[src/ppsc_pkg.sv]
// Purpose: shared constants and types for the pixel port control block
// Assumes: one 250 MHz system clock, all pins asynchronous to it
// Notes: register offsets and field layouts are local choices
`default_nettype none
package ppsc_pkg;
  // system clock period in ns
  localparam int CLK_PERIOD_NS = 4;
  // register map index (4-bit register select)
  localparam logic [3:0] REG_GEN_CTRL = 4'h8;
  localparam logic [3:0] REG_IN_CLK = 4'h9;
  localparam logic [3:0] REG_OUT_CLK = 4'ha;
  localparam logic [3:0] REG_MUX_CTRL = 4'hb;
  localparam int REG_COUNT = 16;
  // reset values
  localparam logic [7:0] RST_REG_VAL = 8'h00;
  localparam logic RST_INDICATOR = 1'b1;
  // mux control value meaning pass-through mode
  localparam logic [7:0] MUX_PASSTHRU = 8'h2d;
  // general control fields
  localparam int GEN_HS_INV_BIT = 0;
  localparam int GEN_VS_INV_BIT = 1;
  localparam int GEN_IND_BIT = 7;
  // input clock select codes, low three bits of the input clock register
  localparam logic [2:0] CSEL_TTL0 = 3'h0;
  localparam logic [2:0] CSEL_TTL1 = 3'h1;
  localparam logic [2:0] CSEL_TTL2 = 3'h2;
  localparam logic [2:0] CSEL_ECL = 3'h3;
  localparam logic [2:0] CSEL_TTL_P = 3'h4;
  localparam logic [2:0] CSEL_TTL_N = 3'h5;
  // shift clock divider field in the output clock register
  localparam int SCLK_DIV_LSB = 0;
  localparam int SCLK_DIV_W = 4;

  typedef struct packed {
    logic [2:0] clk_ttl;
    logic ecl_p;
    logic ecl_n;
    logic hsync_n;
    logic vsync_n;
    logic blank_n;
    logic passthru_blank_n;
    logic [31:0] pixel;
    logic [7:0] passthru_pix;
  } ppsc_pins_s;

  typedef struct packed {
    logic [7:0] gen_ctrl;
    logic [7:0] in_clk;
    logic [7:0] out_clk;
    logic [7:0] mux_ctrl;
  } ppsc_regs_s;

  typedef struct packed {
    logic blank;
    logic green_sync;
    logic [7:0] mode;
    logic [31:0] pixel;
  } ppsc_video_s;
endpackage
`default_nettype wire

[src/ppsc_host_port.sv]
// Purpose: asynchronous 8-bit host register port with 16 registers
// Assumes: strobes and select are pins, synchronised here
// Notes: strobes must stay low for at least three system clocks
`timescale 1ns/100ps
`default_nettype none
module ppsc_host_port (
  input wire logic i_clk,
  input wire logic i_sys_rst,
  input wire logic i_rd_n,
  input wire logic i_wr_n,
  input wire logic [3:0] i_reg_select,
  input wire logic [7:0] i_data,
  output logic [7:0] o_data,
  output logic o_data_oe_n,
  output ppsc_pkg::ppsc_regs_s o_regs,
  output logic o_wr_stb,
  output logic [3:0] o_wr_addr,
  output logic [7:0] o_wr_data
);
  typedef enum logic {HP_IDLE, HP_READ} ppsc_hp_e;
  typedef logic [13:0] ppsc_hpin_t;

  ppsc_hpin_t s1_reg, s2_reg, s1_next, s2_next;
  logic rd_prev_reg, wr_prev_reg, rd_prev_next, wr_prev_next;
  logic [7:0] mem_reg [ppsc_pkg::REG_COUNT];
  logic [7:0] mem_next [ppsc_pkg::REG_COUNT];
  ppsc_hp_e st_reg, st_next;
  logic [7:0] data_next;
  logic oe_n_next, stb_next;
  logic [3:0] addr_next;
  logic [7:0] wdata_next;
  ppsc_pkg::ppsc_regs_s regs_next;
  logic rd_n_s, wr_n_s;
  logic [3:0] rs_s;
  logic [7:0] d_s;

  always_comb begin
    s1_next = {i_rd_n, i_wr_n, i_reg_select, i_data};
    s2_next = s1_reg;
    {rd_n_s, wr_n_s, rs_s, d_s} = s2_reg;
    rd_prev_next = rd_n_s;
    wr_prev_next = wr_n_s;
    mem_next = mem_reg;
    st_next = st_reg;
    data_next = o_data;
    oe_n_next = o_data_oe_n;
    stb_next = 1'b0;
    addr_next = o_wr_addr;
    wdata_next = o_wr_data;
    // data taken on the rising edge of the write strobe
    if (wr_n_s && !wr_prev_reg) begin
      mem_next[rs_s] = d_s;
      stb_next = 1'b1;
      addr_next = rs_s;
      wdata_next = d_s;
    end
    unique case (st_reg)
      HP_IDLE: begin
        // read launched on the falling edge of the read strobe
        if (!rd_n_s && rd_prev_reg) begin
          data_next = mem_reg[rs_s];
          oe_n_next = 1'b0;
          st_next = HP_READ;
        end
      end
      HP_READ: begin
        if (rd_n_s) begin
          oe_n_next = 1'b1;
          st_next = HP_IDLE;
        end
      end
    endcase
    regs_next.gen_ctrl = mem_next[ppsc_pkg::REG_GEN_CTRL];
    regs_next.in_clk = mem_next[ppsc_pkg::REG_IN_CLK];
    regs_next.out_clk = mem_next[ppsc_pkg::REG_OUT_CLK];
    regs_next.mux_ctrl = mem_next[ppsc_pkg::REG_MUX_CTRL];
  end

  always_ff @(posedge i_clk or posedge i_sys_rst) begin
    if (i_sys_rst) begin
      s1_reg <= '1;
      s2_reg <= '1;
      rd_prev_reg <= 1'b1;
      wr_prev_reg <= 1'b1;
      for (int i = 0; i < ppsc_pkg::REG_COUNT; i++) begin
        mem_reg[i] <= ppsc_pkg::RST_REG_VAL;
      end
      st_reg <= HP_IDLE;
      o_data <= 8'h00;
      o_data_oe_n <= 1'b1;
      o_regs <= '0;
      o_wr_stb <= 1'b0;
      o_wr_addr <= 4'h0;
      o_wr_data <= 8'h00;
    end else begin
      s1_reg <= s1_next;
      s2_reg <= s2_next;
      rd_prev_reg <= rd_prev_next;
      wr_prev_reg <= wr_prev_next;
      mem_reg <= mem_next;
      st_reg <= st_next;
      o_data <= data_next;
      o_data_oe_n <= oe_n_next;
      o_regs <= regs_next;
      o_wr_stb <= stb_next;
      o_wr_addr <= addr_next;
      o_wr_data <= wdata_next;
    end
  end
endmodule
`default_nettype wire

[src/ppsc_pixel_port.sv]
// Purpose: pixel port front end: blanking, dot clock, shift clock, sync
// Assumes: dot clocks are pins sampled by the 250 MHz system clock
// Notes: dot clock edges are found by sampling, so dot rate < 125 MHz
`timescale 1ns/100ps
`default_nettype none
module ppsc_pixel_port (
  input wire logic i_clk,
  input wire logic i_sys_rst,
  input wire logic [2:0] i_clk_ttl,
  input wire logic i_ecl_dot_clock_pair_p,
  input wire logic i_ecl_dot_clock_pair_n,
  input wire logic i_hsync_n,
  input wire logic i_vsync_n,
  input wire logic i_blank_n,
  input wire logic i_passthru_blank_in_n,
  input wire logic [31:0] i_pixel,
  input wire logic [7:0] i_passthru_pix,
  input wire logic i_rd_n,
  input wire logic i_wr_n,
  input wire logic [3:0] i_reg_select,
  input wire logic [7:0] i_data,
  output logic [7:0] o_data,
  output logic o_data_oe_n,
  output logic o_sclk,
  output logic o_horiz_sync_out,
  output logic o_vert_sync_out,
  output logic o_green_current_out,
  output logic o_passthru_indicator_out,
  output ppsc_pkg::ppsc_video_s o_video
);
  function automatic logic is_passthru(input logic [7:0] mux);
    return mux == ppsc_pkg::MUX_PASSTHRU;
  endfunction

  ppsc_pkg::ppsc_pins_s p1_reg, p2_reg, p1_next, p2_next;
  ppsc_pkg::ppsc_regs_s regs;
  logic wr_stb;
  logic [3:0] wr_addr;
  logic [7:0] wr_data;
  logic [7:0] hp_data;
  logic hp_oe_n;

  logic dot_prev_reg, dot_prev_next;
  logic [ppsc_pkg::SCLK_DIV_W-1:0] div_cnt_reg, div_cnt_next;
  logic sclk_next, hs_next, vs_next, ind_next;
  ppsc_pkg::ppsc_video_s video_next;
  logic passthru, dot_level, dot_en;
  logic [2:0] csel;
  logic [ppsc_pkg::SCLK_DIV_W-1:0] div_val;

  ppsc_host_port u_host (
    .i_clk(i_clk),
    .i_sys_rst(i_sys_rst),
    .i_rd_n(i_rd_n),
    .i_wr_n(i_wr_n),
    .i_reg_select(i_reg_select),
    .i_data(i_data),
    .o_data(hp_data),
    .o_data_oe_n(hp_oe_n),
    .o_regs(regs),
    .o_wr_stb(wr_stb),
    .o_wr_addr(wr_addr),
    .o_wr_data(wr_data)
  );

  // every pin passes two flops before any logic reads it
  always_comb begin
    p1_next = {i_clk_ttl, i_ecl_dot_clock_pair_p, i_ecl_dot_clock_pair_n,
      i_hsync_n, i_vsync_n, i_blank_n, i_passthru_blank_in_n, i_pixel,
      i_passthru_pix};
    p2_next = p1_reg;
  end

  // dot source select and edge find on the synchronised level
  always_comb begin
    passthru = is_passthru(regs.mux_ctrl);
    csel = passthru ? ppsc_pkg::CSEL_TTL0 : regs.in_clk[2:0];
    unique case (csel)
      ppsc_pkg::CSEL_TTL0: dot_level = p2_reg.clk_ttl[0];
      ppsc_pkg::CSEL_TTL1: dot_level = p2_reg.clk_ttl[1];
      ppsc_pkg::CSEL_TTL2: dot_level = p2_reg.clk_ttl[2];
      ppsc_pkg::CSEL_ECL: dot_level = p2_reg.ecl_p & ~p2_reg.ecl_n;
      ppsc_pkg::CSEL_TTL_P: dot_level = p2_reg.ecl_p;
      ppsc_pkg::CSEL_TTL_N: dot_level = p2_reg.ecl_n;
      // spare codes fall back to the first TTL input
      default: dot_level = p2_reg.clk_ttl[0];
    endcase
    dot_prev_next = dot_level;
    dot_en = dot_level & ~dot_prev_reg;
  end

  // pixels, blanking and sync move together on one dot edge
  always_comb begin
    video_next = o_video;
    hs_next = o_horiz_sync_out;
    vs_next = o_vert_sync_out;
    if (dot_en) begin
      video_next.blank = passthru ? ~p2_reg.passthru_blank_n
                                  : ~p2_reg.blank_n;
      video_next.mode = regs.mux_ctrl;
      video_next.pixel = passthru ? {24'h000000, p2_reg.passthru_pix}
                                  : p2_reg.pixel;
      video_next.green_sync = ~passthru &
        (~p2_reg.hsync_n | ~p2_reg.vsync_n);
      if (passthru) begin
        hs_next = p2_reg.hsync_n;
        vs_next = p2_reg.vsync_n;
      end else begin
        hs_next = p2_reg.hsync_n ^ regs.gen_ctrl[ppsc_pkg::GEN_HS_INV_BIT];
        vs_next = p2_reg.vsync_n ^ regs.gen_ctrl[ppsc_pkg::GEN_VS_INV_BIT];
      end
    end
  end

  always_comb begin
    // shift clock half period is div_val + 1 dot clocks
    div_val = regs.out_clk[ppsc_pkg::SCLK_DIV_LSB +: ppsc_pkg::SCLK_DIV_W];
    div_cnt_next = div_cnt_reg;
    sclk_next = o_sclk;
    // clearing on the capture edge too keeps the toggle off that edge
    if (o_video.blank || (dot_en && video_next.blank)) begin
      div_cnt_next = '0;
      sclk_next = 1'b0;
    end else if (dot_en) begin
      if (div_cnt_reg == div_val) begin
        div_cnt_next = '0;
        sclk_next = ~o_sclk;
      end else begin
        div_cnt_next = div_cnt_reg + 1'b1;
      end
    end
  end

  always_comb begin
    // indicator drives only the pin; nothing internal reads it
    ind_next = o_passthru_indicator_out;
    if (wr_stb && wr_addr == ppsc_pkg::REG_MUX_CTRL) begin
      ind_next = !is_passthru(wr_data);
    end else if (wr_stb && wr_addr == ppsc_pkg::REG_GEN_CTRL &&
                 wr_data[ppsc_pkg::GEN_IND_BIT] && passthru) begin
      ind_next = 1'b1;
    end
  end

  always_ff @(posedge i_clk or posedge i_sys_rst) begin
    if (i_sys_rst) begin
      p1_reg <= '1;
      p2_reg <= '1;
    end else begin
      p1_reg <= p1_next;
      p2_reg <= p2_next;
    end
  end

  // preset matches the synchroniser preset: no false dot edge after reset
  always_ff @(posedge i_clk or posedge i_sys_rst) begin
    if (i_sys_rst) begin
      dot_prev_reg <= 1'b1;
    end else begin
      dot_prev_reg <= dot_prev_next;
    end
  end

  always_ff @(posedge i_clk or posedge i_sys_rst) begin
    if (i_sys_rst) begin
      o_horiz_sync_out <= 1'b1;
      o_vert_sync_out <= 1'b1;
      o_green_current_out <= 1'b0;
      o_video <= '0;
    end else begin
      o_horiz_sync_out <= hs_next;
      o_vert_sync_out <= vs_next;
      o_green_current_out <= video_next.green_sync;
      o_video <= video_next;
    end
  end

  always_ff @(posedge i_clk or posedge i_sys_rst) begin
    if (i_sys_rst) begin
      div_cnt_reg <= '0;
      o_sclk <= 1'b0;
    end else begin
      div_cnt_reg <= div_cnt_next;
      o_sclk <= sclk_next;
    end
  end

  always_ff @(posedge i_clk or posedge i_sys_rst) begin
    if (i_sys_rst) begin
      o_passthru_indicator_out <= ppsc_pkg::RST_INDICATOR;
      o_data <= 8'h00;
      o_data_oe_n <= 1'b1;
    end else begin
      o_passthru_indicator_out <= ind_next;
      // one more stage keeps every top output on a local flop
      o_data <= hp_data;
      o_data_oe_n <= hp_oe_n;
    end
  end
endmodule
`default_nettype wire

[config.mk]
export PLATFORM = sky130hd
export DESIGN_NAME = ppsc_pixel_port
export DESIGN_NICKNAME = d
export VERILOG_FILES = /design/src/ppsc_pkg.sv /design/src/ppsc_host_port.sv /design/src/ppsc_pixel_port.sv
export SDC_FILE = /design/constraint.sdc
export NUM_CORES = 1
export LEC_CHECK = 0
export BUFFER_PORTS_ARGS = -buffer_cell sky130_fd_sc_hd__buf_4
export CAP_MARGIN = 20
export CORE_MARGIN = 4
export CORE_UTILIZATION = 40
export DETAILED_ROUTE_END_ITERATION = 12
export PLACE_DENSITY = 0.64
export SETUP_SLACK_MARGIN = 0.3
export SYNTH_ARGS = -nofsm -noshare
export SYNTH_HDL_FRONTEND = slang
export SYNTH_HIERARCHICAL = 1
export SYNTH_SLANG_ARGS = --single-unit
[constraint.sdc]
create_clock -name i_clk -period 10.6 [get_ports i_clk]
set_input_delay 2.12 -clock i_clk [delete_from_list [all_inputs] [get_ports i_clk]]
set_output_delay 2.12 -clock i_clk [all_outputs]
set_load 0.02 [all_outputs]
# After elaboration in Yosys (flattened, before gate mapping)
# Cells that the tools add are included.
# classes
n_bitwise	16
order_cmp	2
n_reduce_logical	18
muxes	28
addsub	1
n_eq_ne	12
# op_table
cell	n
128-bit bitwise mux	1
42-bit two-way mux	1
8-bit binary-select mux with 4-bit select	1
8-bit demux with 4-bit select	1
32-bit two-way mux	1
8-bit two-way mux	3
8-bit by 6-bit == test with 1-bit output (second input constant)	2
1-bit two-way mux	13
4-bit two-way mux	3
1-bit NOT	9
4-bit == test (second input constant)	2
1-bit logical AND	8
3-bit by 2-bit == test with 1-bit output (second input constant)	2
3-bit == test (second input constant)	2
2-bit AND reduction	3
2-bit nonzero test	3
5-bit >= comparator (second input constant)	1
5-bit by 1-bit less-than comparator with 1-bit output (second input constant)	1
4-bit NOT with 5-bit output	1
1-bit case mux with 5 select lines	1
4-bit by 1-bit adder with 4-bit output (second input constant)	1
4-bit == test	1
2-bit by 1-bit != test with 1-bit output (second input constant)	2
1-bit case mux with 2 select lines	2
7 further kinds	12
# word_totals
out_inout_bits	56
reg_bits	339
wordCells	133
in_bits	65

# Depth between registers and ports, before layout
# logic_depth
depth_word	10
depth_mapped	8
mapped_depth_nobuf	5

# Hierarchy
# Netlist, hierarchy kept.
# by_module_without_submodules
mod	cells_per_inst	n_inst	area_each_um2	seq_area_each_um2
ppsc_host_port	535	1	7785.0	4568.1
ppsc_pixel_port	360	1	5293.8	4082.7

# Worst setup path after synthesis
# No wires, ideal clock.
# synth_path
path_type	flip-flop to output port
startpoint	register o_video[40] (netlist bit)
endpoint	output port o_video[40] (netlist bit)
t_arrival_ps	626
slack_ps	7854
path_buffers	1
t_required_ps	8480
path_stages_with_launch	2
path_cell_list	dfrtp_1 > buf_4
# synth_rtl
element	line	rtl
start: declaration	ppsc_pixel_port.sv:29	output ppsc_pkg::ppsc_video_s o_video
start signal: assignment	ppsc_pixel_port.sv:174	o_video <= video_next;
# No word-level cell between the ends.

# Worst setup path in the final report
# layout_path
startpoint	register o_video[41] (netlist bit)
endpoint	output port o_video[41] (netlist bit)
# No word-level cell between the ends.

==> results by group <==
Status
  • Outcome: finished, final reports clean

Worst setup path
  • Cell Chain, Critical Path: buf_4
  • CP max stage delay: between 0.5 and 0.6 ns
  • CP endpoint kind: primary output
  • Required time worst endpoint: approximately 8.5 ns
  • CP max FO: 10
  • Cell count along the critical path: 1
  • Flop-to-flop setup slack: 7.69 ns
  • Crit path arrival time: between 1 and 1.5 ns
  • Worst Setup Start Kind: register
  • Setup CP Type: reg -> out
  • Buf+Inv Stages, Crit Path: 1
  • Worst-case reg-to-reg path depth: 5
  • CP delay by family, top: flip-flops
  • Slowest-stage cell, CP: dfrtp_1

CTS
  • Hold_buf cts: 0
  • Post-CTS setup buffer count: 0
  • Worst-Skew Late Latency: 0.52 ns
  • Inserted Clock Buffers: 36
  • CTS root buffer: clkbuf_16
  • Clock slew at reported path FFs: 0.06 ns
  • H-tree depth: 2
  • CTS Sinks: around 340
  • CTS tree: yes
  • Clock buffer depth: 3
  • Resize count post-CTS: 0

Detailed routing
  • Drt drc: 0
  • Avg WL per Cell: 18.5 um
  • Via Count: about 7.2k
  • DRT Pass-1 Iters: 4
  • Vias per cell: about 5
  • DRT antenna net count: 0
  • DRT iter0 DRCs: 451
  • Total length of routed wires: 26.8 mm

Finish
  • Ant diodes: 0
  • Commonest non-fill, non-tap cell in the layout: dfrtp_1
  • P&R area growth vs syn: 18.8%
  • Max reg flops: approximately 130
  • Nets@finish: between 1k and 1.5k
  • Most frequent cells in the layout: dfrtp_1 (205), dfstp_2 (134), buf_4 (128), mux2_2 (111), nand2_1 (82)
  • Layout cells sized above 1: 0.458

GRT
  • GRT met2 Usage: 0.236
  • First-pass GRT wire length: approximately 43 mm
  • Global-route usage over all layers: 0.150
  • Largest net degree at the start of global routing: 96
  • Initial antenna violation count: 0
  • Met3 usage: 0.0251
  • Gr ovfl total: 0
  • Number of global-route vias before repair: approximately 7.5k
  • Met1 Track Usage GR: 0.217
  • Busiest layer in global routing: met2

Floorplan
  • Die X: ~190 um
  • Initial Utilization: 0.408
  • Die area: about 35000 um2
  • CORE AREA: 31800 um2
  • Number of I/O pins: between 100 and 150
  • Cell row count: 65
  • Die Span Y: between 150 and 200 um

Job
  • MaxCap Viol Count: 0

Synth
  • Post-Synthesis Cells: a little under 900
  • Post-Synthesis Mean Instance Area: 14.7 um2
  • Synthesis warning total: 6
  • Mapped Area: approximately 13000 um2
  • Post-Syn Nets: ~950

Timing
  • Worst relative slew slack: 0.386
  • Max-slew violations: 0
  • Worst Max-Slew Pin Slew: between 0.9 and 1 ns
  • Min Tclk post-route: 3.37 ns
  • Final setup fails: 0
  • Max Fclk: between 200 and 300 MHz
  • Tcrit/Tclk final: 0.318
  • Setup ws final: around 7.2 ns
  • Fin Setup TNS: 0 ns
  • Max Clock Skew: roughly 0.028 ns
  • RSZ-0062 raised after global routing: no
  • Fin. Hold Viols: 0

Place
  • Dpl hpwl: around 17 mm
  • Port-buffer cells: between 100 and 150
  • Gpl congestion: around 0.78
  • Dpl ws: around 6.5 ns

Min path
  • Hold depth: 0
  • HP Class: reg -> reg

Pwr
  • Clock share of power: 0.355
  • Gate power share: 0.182
  • Leak Pwr: approximately 6.9 nW
  • VDD IR max: 139 uV
  • Pint: 2.65 mW
  • Flop pwr share: 0.463
  • Pwr dens: about 240 nW/um2
  • Sw frac: 0.271
  • P_sw: around 980 uW
[final timing paths]
kind / from / end
setup / recovery: o_video[41] / o_video[41]
hold / removal: p1_reg[5] / p2_reg[5]
setup reg to reg: u_host/s2_reg[12] / u_host/mem_reg[66]
hold reg to reg: p1_reg[5] / p2_reg[5]
max in group asynchronous: i_sys_rst / o_video[23]
min in group asynchronous: i_sys_rst / o_video[3]
[layout make-up]
class / count / area, um2
Fill cell: 2747 / 16400
Sequential cell: 339 / 8650
Multi-Input combinational cell: 471 / 3940
Clock buffer: 54 / 1060
Timing Repair Buffer: 129 / 988
Tap cell: 435 / 544
Clock inverter: 12 / 183
Inverter: 7 / 36.3
[power groups by stage]
stage / Sequential [mW] / Clock, mW / Combinational [mW]
detailed placement: 1.71 / 0 / 0.668
floorplan: 1.76 / 0 / 0.349
global route: 1.71 / 1.38 / 0.717
CTS: 1.69 / 1.33 / 0.671
global placement: 1.70 / 0 / 0.655
finish: 1.68 / 1.29 / 0.663
[through the flow]
step	cells	util	hold slack [ns]	power [mW]	cell area, um2
after global routing	1447	0.484	0.348	3.81	15400
after detailed placement	1380	0.444	0.347	2.37	14100
after floorplan	880	-	0.345	2.11	13000
final	1447	0.484	0.345	3.64	15400
after global placement	1380	0.444	0.345	2.35	14100
after CTS	1446	0.484	0.345	3.68	15400
[layer usage]
layer,up-vias,share of wire
met5,-,0
li1,3296,-
met3,41,0.041
met1,3671,0.47
met2,159,0.47
met4,0,0.021
(Power assumes the default switching activity.)
